==> config.mk <==
export PLATFORM = sky130hd
export DESIGN_NAME = uart_status_flag_logic
export DESIGN_NICKNAME = d
export VERILOG_FILES = /design/src/hdl/uart_status_pkg.sv /design/src/hdl/sample_voter.sv /design/src/hdl/uart_status_flag_logic.sv
export SDC_FILE = /design/constraint.sdc
export NUM_CORES = 1
export LEC_CHECK = 0
export ABC_AREA = 1
export BUFFER_PORTS_ARGS = -buffer_cell sky130_fd_sc_hd__buf_2
export CAP_MARGIN = 20
export CORE_MARGIN = 2
export CORE_UTILIZATION = 26
export CTS_CLUSTER_DIAMETER = 120
export DETAILED_ROUTE_END_ITERATION = 6
export MAX_ROUTING_LAYER = met4
export PLACE_DENSITY = 0.48
export SLEW_MARGIN = 25
export SYNTH_ARGS = -nofsm -noshare
export SYNTH_HDL_FRONTEND = slang
export SYNTH_SLANG_ARGS = --single-unit
==> constraint.sdc <==
create_clock -name aclk -period 1.8 [get_ports aclk]
set_input_delay 0.36 -clock aclk [delete_from_list [all_inputs] [get_ports aclk]]
set_output_delay 0.36 -clock aclk [all_outputs]
set_load 0.1 [all_outputs]
==> src/hdl/uart_status_pkg.sv <==
// constants, field layouts and carrier types of the serial status flag block
// What this block does
// - writing one clears a clearable flag; zero leaves it; read-only flags ignore writes.
// - parity, framing, overrun flags set at detection, noise when its character is accepted; all hold until cleared.
// - receive available flag, bit 0, set while a character waits; holding read clears it.
// - receiver quiet flag, bit 1, low while receiving, else high; resets high.
// - transmit buffer free, bit 2, drops on holding write, rises when shifter takes it.
// - transmitter quiet flag, bit 3, low while shifting out; resets high.
// - bit 4 mirrors clear-to-send, pin or loopback source, regardless of flow gating.
// - bit 5 sets whenever the mirrored clear-to-send toggles; cleared by writing one.
// - transmitter halted, bit 6, only once transmitter fully idle after halt request.
// - overrun, bit 8, set when a character lands on a full buffer; it is discarded.
// - line break, bit 10, after 16 low bit times; drops when input goes high.
// - a detected line break also sets the framing error flag.
// - line break change, bit 11, sets on break start or end; software clears.
// - start flag, bit 12, set on start edge confirmed at mid-bit; software clears.
// - framing error, bit 13, set when the stop bit is missing.
// - parity error, bit 14, set on a bad parity only while parity checking enabled.
// - three samples per bit outside synchronous mode; bit 15 flags any disagreeing sample.
// - the noise flag is not updated during a received break.
// - a halt request lets the character being shifted out finish first.
package uart_status_pkg;

  // ==========================================================================
  // register byte addresses
  localparam logic [31:0] ADDR_CFG = 32'h4006_4000;
  localparam logic [31:0] ADDR_STATUS = 32'h4006_4008;
  localparam logic [31:0] ADDR_RX_HOLD = 32'h4006_4014;
  localparam logic [31:0] ADDR_RX_HOLD_STAT = 32'h4006_4018;
  localparam logic [31:0] ADDR_TX_HOLD = 32'h4006_401C;

  // ==========================================================================
  // status field positions
  localparam int BIT_RX_AVAIL = 0;
  localparam int BIT_RX_QUIET = 1;
  localparam int BIT_TX_FREE = 2;
  localparam int BIT_TX_QUIET = 3;
  localparam int BIT_CTS = 4;
  localparam int BIT_CTS_CHANGE = 5;
  localparam int BIT_TX_HALTED = 6;
  localparam int BIT_OVERFLOW = 8;
  localparam int BIT_BREAK = 10;
  localparam int BIT_BREAK_CHANGE = 11;
  localparam int BIT_START = 12;
  localparam int BIT_STOP_ERR = 13;
  localparam int BIT_CHECK_ERR = 14;
  localparam int BIT_NOISE = 15;
  // bits that a written one clears
  localparam logic [15:0] W1C_MASK = 16'hF920;

  // ==========================================================================
  // reset values and counts
  localparam logic RX_QUIET_RESET = 1'h1;
  localparam logic TX_FREE_RESET = 1'h1;
  localparam logic TX_QUIET_RESET = 1'h1;
  localparam logic [5:0] CFG_RESET = 6'h00;
  localparam logic [4:0] BREAK_BITS = 5'h10;
  localparam logic [1:0] SAMPLES_PER_BIT = 2'h3;
  localparam logic [1:0] RESP_OKAY = 2'h0;
  localparam logic [1:0] RESP_SLVERR = 2'h2;

  // ==========================================================================
  // carrier types
  typedef struct packed {
    logic sync_mode;
    logic [1:0] parity_mode;
    logic transmit_halt_request;
    logic flow_control_gate;
    logic loopback;
  } cfg_t;

  typedef struct packed {
    logic done;
    logic [8:0] data;
    logic stop_bad;
    logic parity_bad;
  } rx_event_t;

  typedef enum logic [1:0] {
    LINE_IDLE = 2'h0,
    LINE_LOW = 2'h1,
    LINE_BREAK = 2'h2
  } line_state_t;

endpackage : uart_status_pkg
==> src/hdl/sample_voter.sv <==
// three-sample majority voter for one received bit
`timescale 1ns/1ps
`default_nettype none
module sample_voter (
  // clock and reset
  input wire logic aclk,
  input wire logic aresetn,
  // synchronised line and strobes
  input wire logic line_in,
  input wire logic sample_tick,
  input wire logic bit_end,
  // vote result
  output logic voted_bit,
  output logic disagree,
  output logic voted_valid
);

  logic [1:0] ones_r, ones_nxt;
  logic [1:0] seen_r, seen_nxt;
  logic voted_r, voted_nxt;
  logic dis_r, dis_nxt;
  logic valid_r, valid_nxt;

  // count high samples; vote at the end of the bit
  always_comb begin
    ones_nxt = ones_r;
    seen_nxt = seen_r;
    voted_nxt = voted_r;
    dis_nxt = dis_r;
    valid_nxt = 1'b0;
    if (sample_tick && seen_r != uart_status_pkg::SAMPLES_PER_BIT) begin
      seen_nxt = seen_r + 2'h1;
      ones_nxt = ones_r + {1'b0, line_in};
    end
    if (bit_end) begin
      voted_nxt = ones_r[1]; // two or three highs
      dis_nxt = (ones_r != 2'h0) && (ones_r != uart_status_pkg::SAMPLES_PER_BIT);
      valid_nxt = 1'b1;
      ones_nxt = 2'h0;
      seen_nxt = 2'h0;
    end
  end

  always_ff @(posedge aclk) begin
    if (!aresetn) begin
      ones_r <= 2'h0;
      seen_r <= 2'h0;
      voted_r <= 1'b1;
      dis_r <= 1'b0;
      valid_r <= 1'b0;
    end else begin
      ones_r <= ones_nxt;
      seen_r <= seen_nxt;
      voted_r <= voted_nxt;
      dis_r <= dis_nxt;
      valid_r <= valid_nxt;
    end
  end

  assign voted_bit = voted_r;
  assign disagree = dis_r;
  assign voted_valid = valid_r;

endmodule : sample_voter
`default_nettype wire

==> src/hdl/uart_status_flag_logic.sv <==
// status flag logic of the serial transceiver with its AXI4-Lite register slave
//
// Chosen here: the AXI4-Lite interface to the registers.
`timescale 1ns/1ps
`default_nettype none
module uart_status_flag_logic (
  // clock and reset
  input wire logic aclk,
  input wire logic aresetn,
  // AXI4-Lite write channels
  input wire logic awvalid,
  output logic awready,
  input wire logic [31:0] awaddr,
  input wire logic [2:0] awprot,
  input wire logic wvalid,
  output logic wready,
  input wire logic [31:0] wdata,
  input wire logic [3:0] wstrb,
  output logic bvalid,
  input wire logic bready,
  output logic [1:0] bresp,
  // AXI4-Lite read channels
  input wire logic arvalid,
  output logic arready,
  input wire logic [31:0] araddr,
  input wire logic [2:0] arprot,
  output logic rvalid,
  input wire logic rready,
  output logic [31:0] rdata,
  output logic [1:0] rresp,
  // pins
  input wire logic serial_input_pin,
  input wire logic cts_pin,
  // receive datapath
  input wire uart_status_pkg::rx_event_t rx_event,
  input wire logic rx_busy,
  input wire logic sample_tick,
  input wire logic bit_tick,
  input wire logic mid_sample,
  input wire logic loop_cts,
  output logic rx_voted_bit,
  output logic rx_voted_valid,
  // transmit datapath
  input wire logic tx_busy,
  input wire logic tx_take,
  output logic [8:0] tx_char,
  output logic tx_char_valid,
  // configuration and per-flag events
  output uart_status_pkg::cfg_t cfg,
  output logic [15:0] flag_events
);

  // ==========================================================================
  // pin synchronisers
  logic rxd_meta_r, rxd_r, cts_meta_r, cts_r;

  always_ff @(posedge aclk) begin
    if (!aresetn) begin
      rxd_meta_r <= 1'b1;
      rxd_r <= 1'b1;
      cts_meta_r <= 1'b0;
      cts_r <= 1'b0;
    end else begin
      rxd_meta_r <= serial_input_pin;
      rxd_r <= rxd_meta_r;
      cts_meta_r <= cts_pin;
      cts_r <= cts_meta_r;
    end
  end

  logic voted_dis;

  sample_voter voter (
    .aclk(aclk),
    .aresetn(aresetn),
    .line_in(rxd_r),
    .sample_tick(sample_tick),
    .bit_end(bit_tick),
    .voted_bit(rx_voted_bit),
    .disagree(voted_dis),
    .voted_valid(rx_voted_valid)
  );

  function automatic logic [31:0] strb_mask(input logic [3:0] s);
    strb_mask = {{8{s[3]}}, {8{s[2]}}, {8{s[1]}}, {8{s[0]}}};
  endfunction : strb_mask

  // ==========================================================================
  // AXI4-Lite slave
  logic aw_held_r, aw_held_nxt, w_held_r, w_held_nxt;
  logic [31:0] aw_addr_r, aw_addr_nxt, w_data_r, w_data_nxt;
  logic [3:0] w_strb_r, w_strb_nxt;
  logic bvalid_r, bvalid_nxt, rvalid_r, rvalid_nxt;
  logic [1:0] bresp_r, bresp_nxt, rresp_r, rresp_nxt;
  logic [31:0] rdata_r, rdata_nxt;
  logic do_write, rd_take, rd_hit;
  logic [31:0] rd_word, wmask;
  logic [31:0] status_word;
  logic [8:0] rx_data_r;

  assign awready = !aw_held_r && !bvalid_r;
  assign wready = !w_held_r && !bvalid_r;
  assign arready = !rvalid_r;
  assign do_write = aw_held_r && w_held_r && !bvalid_r;
  assign rd_take = arvalid && arready;
  assign wmask = strb_mask(w_strb_r);

  // read mux; reads of the status word change nothing
  always_comb begin
    rd_hit = 1'b1;
    unique case (araddr)
      uart_status_pkg::ADDR_CFG: rd_word = {26'h0, cfg};
      uart_status_pkg::ADDR_STATUS: rd_word = status_word;
      uart_status_pkg::ADDR_RX_HOLD: rd_word = {23'h0, rx_data_r};
      uart_status_pkg::ADDR_RX_HOLD_STAT: rd_word = {16'h0, status_word[15:13], 4'h0, rx_data_r};
      uart_status_pkg::ADDR_TX_HOLD: rd_word = 32'h0;
      default: begin
        rd_word = 32'h0;
        rd_hit = 1'b0;
      end
    endcase
  end

  // address and data are caught in either order; the response follows both
  always_comb begin
    aw_held_nxt = aw_held_r;
    aw_addr_nxt = aw_addr_r;
    w_held_nxt = w_held_r;
    w_data_nxt = w_data_r;
    w_strb_nxt = w_strb_r;
    bvalid_nxt = bvalid_r;
    bresp_nxt = bresp_r;
    rvalid_nxt = rvalid_r;
    rresp_nxt = rresp_r;
    rdata_nxt = rdata_r;
    if (awvalid && awready) begin
      aw_held_nxt = 1'b1;
      aw_addr_nxt = awaddr;
    end
    if (wvalid && wready) begin
      w_held_nxt = 1'b1;
      w_data_nxt = wdata;
      w_strb_nxt = wstrb;
    end
    if (do_write) begin
      aw_held_nxt = 1'b0;
      w_held_nxt = 1'b0;
      bvalid_nxt = 1'b1;
      bresp_nxt = (aw_addr_r == uart_status_pkg::ADDR_CFG || aw_addr_r == uart_status_pkg::ADDR_STATUS ||
                   aw_addr_r == uart_status_pkg::ADDR_TX_HOLD) ? uart_status_pkg::RESP_OKAY
                                                               : uart_status_pkg::RESP_SLVERR;
    end else if (bvalid_r && bready) begin
      bvalid_nxt = 1'b0;
    end
    if (rd_take) begin
      rvalid_nxt = 1'b1;
      rdata_nxt = rd_word;
      rresp_nxt = rd_hit ? uart_status_pkg::RESP_OKAY : uart_status_pkg::RESP_SLVERR;
    end else if (rvalid_r && rready) begin
      rvalid_nxt = 1'b0;
    end
  end

  always_ff @(posedge aclk) begin
    if (!aresetn) begin
      aw_held_r <= 1'b0;
      aw_addr_r <= 32'h0;
      w_held_r <= 1'b0;
      w_data_r <= 32'h0;
      w_strb_r <= 4'h0;
      bvalid_r <= 1'b0;
      bresp_r <= 2'h0;
      rvalid_r <= 1'b0;
      rresp_r <= 2'h0;
      rdata_r <= 32'h0;
    end else begin
      aw_held_r <= aw_held_nxt;
      aw_addr_r <= aw_addr_nxt;
      w_held_r <= w_held_nxt;
      w_data_r <= w_data_nxt;
      w_strb_r <= w_strb_nxt;
      bvalid_r <= bvalid_nxt;
      bresp_r <= bresp_nxt;
      rvalid_r <= rvalid_nxt;
      rresp_r <= rresp_nxt;
      rdata_r <= rdata_nxt;
    end
  end

  assign bvalid = bvalid_r;
  assign bresp = bresp_r;
  assign rvalid = rvalid_r;
  assign rresp = rresp_r;
  assign rdata = rdata_r;

  // ==========================================================================
  // line break detector
  uart_status_pkg::line_state_t line_r, line_nxt;
  logic [4:0] low_bits_r, low_bits_nxt;
  logic brk_rise, brk_fall;

  // counts whole bit times with the line low; any high sample ends it
  always_comb begin
    line_nxt = line_r;
    low_bits_nxt = low_bits_r;
    unique case (line_r)
      uart_status_pkg::LINE_IDLE: begin
        low_bits_nxt = 5'h0;
        if (!rxd_r) line_nxt = uart_status_pkg::LINE_LOW;
      end
      uart_status_pkg::LINE_LOW: begin
        if (rxd_r) begin
          line_nxt = uart_status_pkg::LINE_IDLE;
        end else if (bit_tick) begin
          low_bits_nxt = low_bits_r + 5'h1;
          if (low_bits_nxt == uart_status_pkg::BREAK_BITS) line_nxt = uart_status_pkg::LINE_BREAK;
        end
      end
      uart_status_pkg::LINE_BREAK: begin
        if (rxd_r) line_nxt = uart_status_pkg::LINE_IDLE;
      end
      default: line_nxt = uart_status_pkg::LINE_IDLE;
    endcase
  end

  always_ff @(posedge aclk) begin
    if (!aresetn) begin
      line_r <= uart_status_pkg::LINE_IDLE;
      low_bits_r <= 5'h0;
    end else begin
      line_r <= line_nxt;
      low_bits_r <= low_bits_nxt;
    end
  end

  assign brk_rise = (line_r != uart_status_pkg::LINE_BREAK) && (line_nxt == uart_status_pkg::LINE_BREAK);
  assign brk_fall = (line_r == uart_status_pkg::LINE_BREAK) && (line_nxt != uart_status_pkg::LINE_BREAK);

  // ==========================================================================
  // flags, holding registers and configuration
  uart_status_pkg::cfg_t cfg_r, cfg_nxt;
  logic [8:0] rx_data_nxt, tx_char_r, tx_char_nxt;
  logic avail_r, avail_nxt, rx_quiet_r, tx_quiet_r, tx_free_r, tx_free_nxt, halted_r;
  logic cts_prev_r, primed_r, rxd_prev_r, start_pend_r, start_pend_nxt;
  logic noise_acc_r, noise_acc_nxt;
  logic [15:0] sticky_r, sticky_nxt, set_ev, clr;
  logic cts_now, hold_read, hold_write, accept, noisy_bit;

  assign cts_now = cfg_r.loopback ? loop_cts : cts_r;
  assign hold_read = rd_take && (araddr == uart_status_pkg::ADDR_RX_HOLD ||
                                 araddr == uart_status_pkg::ADDR_RX_HOLD_STAT);
  assign hold_write = do_write && aw_addr_r == uart_status_pkg::ADDR_TX_HOLD && w_strb_r[0] && tx_free_r;
  assign accept = rx_event.done && (!avail_r || hold_read);
  assign noisy_bit = rx_voted_valid && voted_dis && !cfg_r.sync_mode &&
                     line_r != uart_status_pkg::LINE_BREAK;
  // only clearable bits of the status word react to a written one
  assign clr = (do_write && aw_addr_r == uart_status_pkg::ADDR_STATUS) ?
               (w_data_r[15:0] & wmask[15:0] & uart_status_pkg::W1C_MASK) : 16'h0;

  // sticky event sources; a set in the cycle of a clear wins
  always_comb begin
    set_ev = 16'h0;
    set_ev[uart_status_pkg::BIT_CTS_CHANGE] = primed_r && (cts_now != cts_prev_r);
    set_ev[uart_status_pkg::BIT_OVERFLOW] = rx_event.done && avail_r && !hold_read;
    set_ev[uart_status_pkg::BIT_BREAK_CHANGE] = brk_rise || brk_fall;
    set_ev[uart_status_pkg::BIT_START] = start_pend_r && mid_sample && !rxd_r;
    set_ev[uart_status_pkg::BIT_STOP_ERR] = (rx_event.done && rx_event.stop_bad) || brk_rise;
    set_ev[uart_status_pkg::BIT_CHECK_ERR] = rx_event.done && rx_event.parity_bad &&
                                             (cfg_r.parity_mode != 2'h0);
    set_ev[uart_status_pkg::BIT_NOISE] = accept && (noise_acc_r || noisy_bit);
    sticky_nxt = (sticky_r & ~clr) | set_ev;
    noise_acc_nxt = rx_event.done ? 1'b0 : (noise_acc_r || noisy_bit);
    avail_nxt = accept ? 1'b1 : (hold_read ? 1'b0 : avail_r);
    rx_data_nxt = accept ? rx_event.data : rx_data_r;
    tx_free_nxt = hold_write ? 1'b0 : (tx_take ? 1'b1 : tx_free_r);
    tx_char_nxt = hold_write ? w_data_r[8:0] : tx_char_r;
    start_pend_nxt = start_pend_r;
    if (rxd_prev_r && !rxd_r && !rx_busy) start_pend_nxt = 1'b1;
    else if (mid_sample) start_pend_nxt = 1'b0;
    cfg_nxt = cfg_r;
    if (do_write && aw_addr_r == uart_status_pkg::ADDR_CFG) begin
      cfg_nxt = (cfg_r & ~wmask[5:0]) | (w_data_r[5:0] & wmask[5:0]);
    end
  end

  always_ff @(posedge aclk) begin
    if (!aresetn) begin
      cfg_r <= uart_status_pkg::CFG_RESET;
      sticky_r <= 16'h0;
      noise_acc_r <= 1'b0;
      avail_r <= 1'b0;
      rx_data_r <= 9'h0;
      tx_free_r <= uart_status_pkg::TX_FREE_RESET;
      tx_char_r <= 9'h0;
      rx_quiet_r <= uart_status_pkg::RX_QUIET_RESET;
      tx_quiet_r <= uart_status_pkg::TX_QUIET_RESET;
      halted_r <= 1'b0;
      cts_prev_r <= 1'b0;
      primed_r <= 1'b0;
      rxd_prev_r <= 1'b1;
      start_pend_r <= 1'b0;
    end else begin
      cfg_r <= cfg_nxt;
      sticky_r <= sticky_nxt;
      noise_acc_r <= noise_acc_nxt;
      avail_r <= avail_nxt;
      rx_data_r <= rx_data_nxt;
      tx_free_r <= tx_free_nxt;
      tx_char_r <= tx_char_nxt;
      rx_quiet_r <= !rx_busy;
      tx_quiet_r <= !tx_busy;
      halted_r <= cfg_r.transmit_halt_request && !tx_busy && !tx_take;
      cts_prev_r <= cts_now;
      primed_r <= 1'b1; // first compare after reset would see a false toggle
      rxd_prev_r <= rxd_r;
      start_pend_r <= start_pend_nxt;
    end
  end

  // live status word; reserved bits read as zero
  always_comb begin
    status_word = {16'h0, sticky_r};
    status_word[uart_status_pkg::BIT_RX_AVAIL] = avail_r;
    status_word[uart_status_pkg::BIT_RX_QUIET] = rx_quiet_r;
    status_word[uart_status_pkg::BIT_TX_FREE] = tx_free_r;
    status_word[uart_status_pkg::BIT_TX_QUIET] = tx_quiet_r;
    status_word[uart_status_pkg::BIT_CTS] = cts_now;
    status_word[uart_status_pkg::BIT_TX_HALTED] = halted_r;
    status_word[uart_status_pkg::BIT_BREAK] = (line_r == uart_status_pkg::LINE_BREAK);
  end

  // a held character is not offered while halted; one already shifting finishes
  assign tx_char_valid = !tx_free_r && !cfg_r.transmit_halt_request;
  assign tx_char = tx_char_r;
  assign cfg = cfg_r;
  assign flag_events = set_ev | {15'h0, accept} | {13'h0, tx_take, 2'h0};
endmodule : uart_status_flag_logic
`default_nettype wire

== Word level (Yosys, flattened, before mapping) ==
Index checks and enable logic that the tools add are counted.
W data, S select, Z words.

* $add $sub $neg: 3
* Eq/ne operators: 19
* Mux-type cells: 27
* Bitwise logic cells: 11
* Reduce and logical (&&, ||, !) cells: 71

{| class="wikitable"
|+ Operators with widths
! kind !! number
|-
| $eq A32 B31 Y1 const B || 8
|-
| $pmux W16 S4 || 1
|-
| $logic_and A1 B1 Y1 || 37
|-
| $and A16 B16 Y16 || 2
|-
| $mux W16 || 1
|-
| $not A16 Y16 || 1
|-
| $or A16 B1 Y16 || 1
|-
| $or A16 B16 Y16 || 1
|-
| $or A16 B3 Y16 || 1
|-
| $reduce_bool A2 Y1 || 8
|-
| $mux W1 || 14
|-
| $mux W2 || 7
|-
| $logic_not A1 Y1 || 13
|-
| $and A6 B6 Y6 || 2
|-
| $ne A2 B2 Y1 const B || 6
|-
| $mux W5 || 2
|-
| $pmux W5 S2 || 1
|-
| $logic_or A1 B1 Y1 || 7
|-
| $not A6 Y6 || 1
|-
| $or A6 B6 Y6 || 1
|-
| $pmux W2 S3 || 1
|-
| $reduce_or A2 Y1 || 3
|-
| $add A5 B1 Y5 const B || 1
|-
| $eq A5 B5 Y1 const B || 1
|-
| other kinds (9) || 10
|}

* Bits in registers: 158
* Bits of input ports: 134
* Output and inout port bits: 75
* Logic and storage cells: 170

== Longest topological paths before layout ==
Gate-level depths: netlist of run 1.

* Word-level depth: 11
* Depth in mapped cells: 13
* Gate-level depth less buffers: 12

== Cells and area by module ==
A second synthesis of run 1 with hierarchy kept.

* Cell total of the unflattened synthesis: 814
* Area total of the unflattened synthesis: 5,979.5 sq um

{| class="wikitable"
|+ Modules (own cells, without submodules)
! module !! instances !! cells each !! area each (sq um) !! sequential area each (sq um)
|-
| uart_status_flag_logic || 1 || 773 || 5,659.2 || 2,422.3
|-
| sample_voter || 1 || 41 || 320.3 || 140.1
|}

== Least setup slack after synthesis of run 1 ==
OpenSTA, ideal clock, no wires.

* Path kind: register -> register
* Start point: register (tool-made name)
* End point: register sticky_r[14]
* Setup time: 73 ps
* Data arrival time: 3,467 ps
* Data required time: 1,727 ps
* Path slack: -1,740 ps
* Cell stages (with the launch flop): 5
* Buffers on the path: 0
* Period minus slack after synthesis: 3,540 ps
* Path through: dfxtp_1 nor2_1 nor3_1 inv_1 a21oi_1

{| class="wikitable"
|+ RTL lines
! what !! line !! RTL
|-
| end signal, assigned || uart_status_flag_logic.sv:304 || <nowiki>sticky_r <= sticky_nxt;</nowiki>
|-
| end, declared || uart_status_flag_logic.sv:246 || <nowiki>logic [15:0] sticky_r, sticky_nxt, set_ev, clr;</nowiki>
|}

== Worst setup path in the final report of run 1 ==
* Start point: register low_bits_r[0]
* End point: output port flag_events[11]

* Longest elaborated chain between the ends: 11
* Elaborated cells between the ends (all ways): 13
* Those cells by class: add/sub (1); eq/ne (3); mux (4); bitwise (2); reduce/logical (3)

{| class="wikitable"
|+ RTL lines
! what !! line !! RTL
|-
| start, declared || uart_status_flag_logic.sv:199 || <nowiki>logic [4:0] low_bits_r, low_bits_nxt;</nowiki>
|-
| start signal, assigned || uart_status_flag_logic.sv:232 || <nowiki>low_bits_r <= low_bits_nxt;</nowiki>
|-
| $add A5 B1 Y5 (*) || uart_status_flag_logic.sv:215 || <nowiki>low_bits_nxt = low_bits_r + 5'h1;</nowiki>
|-
| $eq A5 B5 Y1 (*) || uart_status_flag_logic.sv:216 || <nowiki>if (low_bits_nxt == uart_status_pkg::BREAK_BITS) line_nxt = uart_status_pkg::LINE_BREAK;</nowiki>
|-
| $mux W2 (*) || uart_status_flag_logic.sv:216 ||
|-
| $mux W2 (*) || uart_status_flag_logic.sv:214 || <nowiki>end else if (bit_tick) begin</nowiki>
|-
| $mux W2 (*) || uart_status_flag_logic.sv:212 || <nowiki>if (rxd_r) begin</nowiki>
|-
| $pmux W2 S3 (*) || uart_status_flag_logic.sv:206 || <nowiki>unique case (line_r)</nowiki>
|-
| $eq A2 B2 Y1 / $ne A2 B2 Y1 (equally long branches) || uart_status_flag_logic.sv:236, uart_status_flag_logic.sv:237 ||
|-
| $logic_and A1 B1 Y1 (on tied branches) || uart_status_flag_logic.sv:236, uart_status_flag_logic.sv:237 ||
|-
| $logic_or A1 B1 Y1 (*) || uart_status_flag_logic.sv:265 || <nowiki>set_ev[uart_status_pkg::BIT_BREAK_CHANGE] = brk_rise || brk_fall;</nowiki>
|-
| $or A16 B1 Y16 (*) || uart_status_flag_logic.sv:336 || <nowiki>assign flag_events = set_ev | {15'h0, accept} | {13'h0, tx_take, 2'h0};</nowiki>
|-
| $or A16 B3 Y16 (*) || uart_status_flag_logic.sv:336 ||
|-
| end, declared || uart_status_flag_logic.sv:50 || <nowiki>output logic [15:0] flag_events</nowiki>
|}

Mark *: on every way between the ends. The rest lies on a longest branch, timed or not.

==> results of run 1 <==
final cells by class:
class	count	area, um2
inverter	82	330
sequential	128	2590
clock buffer	20	457
multi-input combinational	559	2890
timing repair buffer	221	1470
clock inverter	12	109
antenna	4	10.0
fill	2312	13500
tap	280	350
cell families (layout without fill, tap and decap cells):
| family | count (synthesis) | in the layout | synth area share (%) |
|---|---|---|---|
| AO/OA/AOI/OAI | 142 | 142 | 13.2 |
| flip-flops | 128 | 128 | 44.8 |
| adder cells (fa/ha/maj) | 4 | 4 | 0.876 |
| buffers and inverters | 144 | 335 | 11.8 |
| AND/OR/NAND/NOR | 384 | 384 | 28.7 |
| other | 1 | 30 | 0.0656 |
| XOR/XNOR | 3 | 3 | 0.460 |
cell usage after synthesis, types with 4 or more instances:
library cell and n:
nand2_2 4, o21ai_0 63, a21oi_1 55, buf_2 6
dfxtp_1 128, a31oi_1 10, o21ai_1 5, nor2_4 5
nor3_1 12, inv_2 6, nor2_1 164, clkbuf_1 22
nor2_2 4, nand3_1 52, nand2_1 126, inv_1 75
buf_4 30, ha_1 4
routing by layer:
layer  wire length [um]  up-vias  global-route usage (%)
li1                   -     2932                       -
met1               7780     2419                    18.2
met2               7770      149                    23.7
met3               1120       13                    5.15
met4                192        0                    5.21
met5                  0        -                       -
worst paths after layout:
kind              slack [ps]                 endpoint  cells past startpoint                       start
setup reg to reg         -50  sticky_r[13]$_SDFF_PN0_                     10  low_bits_r[0]$_SDFFE_PN0P_
hold / removal           120    tx_quiet_r$_SDFF_PN1_                      2                     tx_busy
setup / recovery        -800          flag_events[11]                      9  low_bits_r[0]$_SDFFE_PN0P_
hold reg to reg          410         rxd_r$_SDFF_PN1_                      1       rxd_meta_r$_SDFF_PN1_
where the power goes:
group	internal [uW]	switching (uW)
combinational	355	865
sequential	2990	101
clock	1970	1330
total	5320	2290
flip-flops by register name, indices dropped and copies added (netlist names), 2 cells and up, named ones only:
name          flops
low_bits_r        5
line_r            2
rx_data_r         9
w_data_r         14
tx_char           9
sticky_r          7
voter.seen_r      2
w_strb_r          2
aw_addr_r        32
rdata            15
voter.ones_r      2
timing repair:
action,in CTS,in global routing
buffers inserted,22,8
pin swaps,14,27
endpoints found under the setup margin,9,39
hold buffers,0,0
resized for setup,39,39
critical path, cell delays in order, from the launching register on:
cell        delay, ps
dfxtp_2           350
ha_4              150
nand3_4            80
xor2_2            160
nor4_2            270
a21oi_1           130
nor2_1            180
ha_4              240
clkinvlp_4         80
buf_12            160
through the flow:
step / worst slack [ps] / cell area, um2 / utilization, % / cells
2_1_floorplan: -584 / 6010 / - / 831
3_3_place_gp: -420 / 7150 / 33.0 / 1245
3_5_place_dp: -435 / 7150 / 33.0 / 1245
4_1_cts: -825 / 8010 / 36.9 / 1299
5_1_grt: -905 / 8200 / 37.8 / 1306
6_report: -801 / 8200 / 37.8 / 1306
layout by cell type, fill, tap and decap left out, drive strengths merged:
master / instances
or2: 3
o22ai: 1
xnor2: 2
nor4: 3
o21a: 3
o211ai: 1
nand3: 55
nand3b: 2
nand2: 130
clkbuf: 20
dfxtp: 128
buf: 221
a21boi: 3
nand4: 3
inv: 78
conb: 26
clkinv: 5
o21ai: 69
bufinv: 1
nor2: 173
a31oi: 10
xor2: 1
a21oi: 55
nor3: 14
ha: 4
and3: 1
clkinvlp: 10
diode: 4
==> impl_results.md, run 1 <==
- Reg clk slew, reported paths: 60 ps
- CORE AREA: 21700 um2
- Hold Slack: 116 ps
- Min Tclk post-route: 2600 ps
- Post-synth EDFFs: 0
- Layout net count: 1147
- DR WL/cell: 12.9 um
- Vias per cell: 4.22
- DR iter-0 viols: 215
- Initial antenna violation count: 4
- Clk_lat worst skew: 430 ps
- Starting Density: 26.3%
- CTS tree: yes
- Status: complete, but fails checks
- First-pass GRT wire length: 27.1 mm
- Synth warn: 0
- Top post-synthesis cells by area: dfxtp_1 45%, nor2_1 11%, nand2_1 8.3%
- Die area: 23200 um2
- Cell area after synthesis: 5710 um2
- Antenna violation net count after detailed routing: 0
- Gpl congestion: 0.803
- Synth Flop Type: dfxtp_1
- Clock root buffer: clkbuf_16
- Total power: 7610 uW
- Setup TNS: -2340 ps
- Failing checks: negative setup slack
- Vias in the first global route: 5378
- Worst hold path class: input pin to flip-flop
- H-tree depth: 4
- Ys async rst share: 0%
- Setup slack after layout: -801 ps
- Total Wirelength: 16.9 mm
- Startpoint Class: flip-flop
- Clock Skews: 15.5 ps
- Gr ovfl total: 0
- Peak VDD IR: 0.638 mV
- Share of cells above drive strength 1: 35.1%
- Measured slew at the worst slew-check pin: 644 ps
- Clk sinks: 128
- Via count: 5513
- CP max FO: 3
- Num CTS Buffers: 17
- Area Growth Syn to Fin: 43.5%
- Pin count of the biggest net entering global routing: 39
- Final Cycle Share: 144%
- Fmax achieved: 385 MHz
- Rows: 54
- WP data arrival: 2240 ps
- GRT Util Overall: 15.1%
- Final Setup Violations: 7
- CTS Buffer Depth: 2
- DRT Pass-1 Iters: 4
- Synth Area per Inst: 7.09 um2
- Post-Syn Instances: 806
- Worst slew margin: 57.0%
- Die Width: 152 um
- Port Buffers: 156
- Cell taking the most area after synthesis: dfxtp_1
- RSZ-0062 raised after global routing: yes
- HPWL Detailed: 12.4 mm
- Leakage: 0.00376 uW
- Ports: 209
- Critical Path End Type: primary output
- Share of the synthesized area in the top cell type: 44.8%
- CP required: 1440 ps
- Die height: 152 um
- WS Path Type: flip-flop to primary output
- Maxcap violations: 0
- Register area share after synthesis: 44.8%
- DRC errors left: 0
- Hold Fails Final Rpt: 0
- Count of cell types in the netlist: 36
- Pwr per Cell Area: 928 nW/um2
- Synth Register Bits: 128
- Fin. max-slew vios: 0
Power figures use the tool's default switching activity.
==> run 2, diff against run 1 <==
--- a/config.mk
+++ b/config.mk
@@ -6,14 +6,14 @@
 export NUM_CORES = 1
 export LEC_CHECK = 0
 export ABC_AREA = 1
-export BUFFER_PORTS_ARGS = -buffer_cell sky130_fd_sc_hd__buf_2
+export BUFFER_PORTS_ARGS = -buffer_cell sky130_fd_sc_hd__buf_4
 export CAP_MARGIN = 20
 export CORE_MARGIN = 2
 export CORE_UTILIZATION = 26
 export CTS_CLUSTER_DIAMETER = 120
 export DETAILED_ROUTE_END_ITERATION = 6
 export MAX_ROUTING_LAYER = met4
-export PLACE_DENSITY = 0.48
+export PLACE_DENSITY = 0.46
 export SLEW_MARGIN = 25
 export SYNTH_ARGS = -nofsm -noshare
 export SYNTH_HDL_FRONTEND = slang
==> constraint.sdc (replaced) <==
create_clock -name aclk -period 2.65 [get_ports aclk]
set_input_delay 0.53 -clock aclk [delete_from_list [all_inputs] [get_ports aclk]]
set_output_delay 0.53 -clock aclk [all_outputs]
set_load 0.1 [all_outputs]
==> impl_results.md, run 2 (synthesized netlist as in run 1, its figures left out) <==
- Worst slew margin: 49.3%
- Antenna violation net count after detailed routing: 0
- Pin count of the biggest net entering global routing: 82
- Fmax achieved: 369 MHz
- Final Cycle Share: 102%
- Clock root buffer: clkbuf_16
- CTS Buffer Depth: 2
- Die height: 152 um
- CTS tree: yes
- Clk sinks: 128
- Hold Fails Final Rpt: 0
- Failing checks: negative setup slack
- Critical Path End Type: primary output
- DR WL met2: 7.42 mm
- Layout net count: 1112
- Die Width: 152 um
- Ports: 209
- Fin util: 36.2%
- DRC errors left: 0
- CP required: 2120 ps
- Num CTS Buffers: 17
- Reg clk slew, reported paths: 60 ps
- Pwr per Cell Area: 640 nW/um2
- GRT Util Overall: 14.8%
- Port Buffers: 156
- Peak VDD IR: 0.430 mV
- Most frequent cells in the layout: 184 x buf_4, 161 x nor2_1, 125 x nand2_1, 124 x dfxtp_1, 71 x inv_1
- Starting Density: 26.3%
- Startpoint Class: flip-flop
- Measured slew at the worst slew-check pin: 760 ps
- Leakage: 0.00360 uW
- Largest reg by FF count: aw_addr_r
- Setup slack after layout: -59.6 ps
- Met1 Wirelength: 7.71 mm
- Clock Skews: 12.5 ps
- Status: complete, but fails checks
- WS Path Type: flip-flop to primary output
- Met3 wire length: 1.21 mm
- Final Setup Violations: 3
- DR iter-0 viols: 207
- N_diodes: 0
- H-tree depth: 4
- Die area: 23200 um2
- Gr ovfl total: 0
- Worst hold path class: input pin to flip-flop
- Initial antenna violation count: 0
- Clk_lat worst skew: 420 ps
- Gpl congestion: 0.795
- Setup TNS: -102 ps
- Commonest non-fill, non-tap cell in the layout: buf_4
- WP data arrival: 2180 ps
- Max layer used: met4
- Maxcap violations: 0
- HPWL Detailed: 11.9 mm
- Largest register FFs: 32
- DRT Pass-1 Iters: 5
- Vias per cell: 4.23
- Area Growth Syn to Fin: 37.2%
- Share of cells above drive strength 1: 27.0%
- Min Tclk post-route: 2710 ps
- First-pass GRT wire length: 26.4 mm
- DR WL/cell: 13.1 um
- CP max FO: 2
- Total Wirelength: 16.5 mm
- Via count: 5361
- CORE AREA: 21700 um2
- RSZ-0062 raised after global routing: yes
- Fillers: 2325
- Fin. max-slew vios: 0
- Vias in the first global route: 5026
- Rows: 54
==> run 2: cell type report <==
| type | instances | area [um2] | share of cell area [%] |
|---|---|---|---|
| clock inverter | 13 | 93.8 | 1.20 |
| clock buffer | 18 | 439 | 5.60 |
| sequential | 128 | 2570 | 32.8 |
| inverter | 82 | 315 | 4.02 |
| multi-input combinational | 559 | 2650 | 33.8 |
| tap | 280 | 350 | 4.47 |
| timing repair buffer | 186 | 1420 | 18.1 |
==> run 2: metrics by stage <==
step / total power (uW) / hold WS (ps) / std cells / instance area (um2) / setup WS [ps]
finish: 5020 / 283 / 1266 / 7840 / -59.6
detailed placement: 2950 / 398 / 1219 / 7090 / 101
global placement: 2950 / 396 / 1219 / 7090 / 92.5
CTS: 5100 / 261 / 1264 / 7790 / -181
floorplan: 2730 / 390 / 831 / 5830 / -204
global route: 5260 / 270 / 1266 / 7840 / -160
==> run 2: layer usage <==
layer	track usage, %	vias up
met4	4.98	0
met5	-	-
li1	-	2858
met2	22.7	166
met3	4.12	10
met1	18.7	2327
==> run 2: worst max-delay path, cell delays in order, from the launching register on <==
cell	delay (ps)
dfxtp_4	360
ha_4	150
nand3_4	80
xor2_2	170
nor4_4	260
a21oi_2	90
nor2_1	110
ha_2	300
inv_2	70
buf_12	160
==> run 2: path summary, 6_finish.rpt <==
kind / end / slack, ps / start / cells past startpoint
max: flag_events[11] / -60 / low_bits_r[0]$_SDFFE_PN0P_ / 9
min: tx_quiet_r$_SDFF_PN1_ / 280 / tx_busy / 2
max reg2reg: line_r[1]$_SDFF_PN0_ / -30 / low_bits_r[0]$_SDFFE_PN0P_ / 18
min reg2reg: cts_r$_SDFF_PN0_ / 410 / cts_meta_r$_SDFF_PN0_ / 2
==> run 2: what timing repair did <==
action | in CTS | in global routing
hold buffers | 0 | 0
gates resized for setup | 17 | 7
endpoints found under the setup margin | 2 | 4
pin swaps | 3 | 5
setup buffers | 14 | 2
==> run 2: power breakdown <==
group,switching [uW],total [uW],internal [uW],leakage (uW)
Sequential,67.9,2100,2030,0.00105
Combinational,560,803,242,0.00230
Clock,902,2110,1210,0.000254
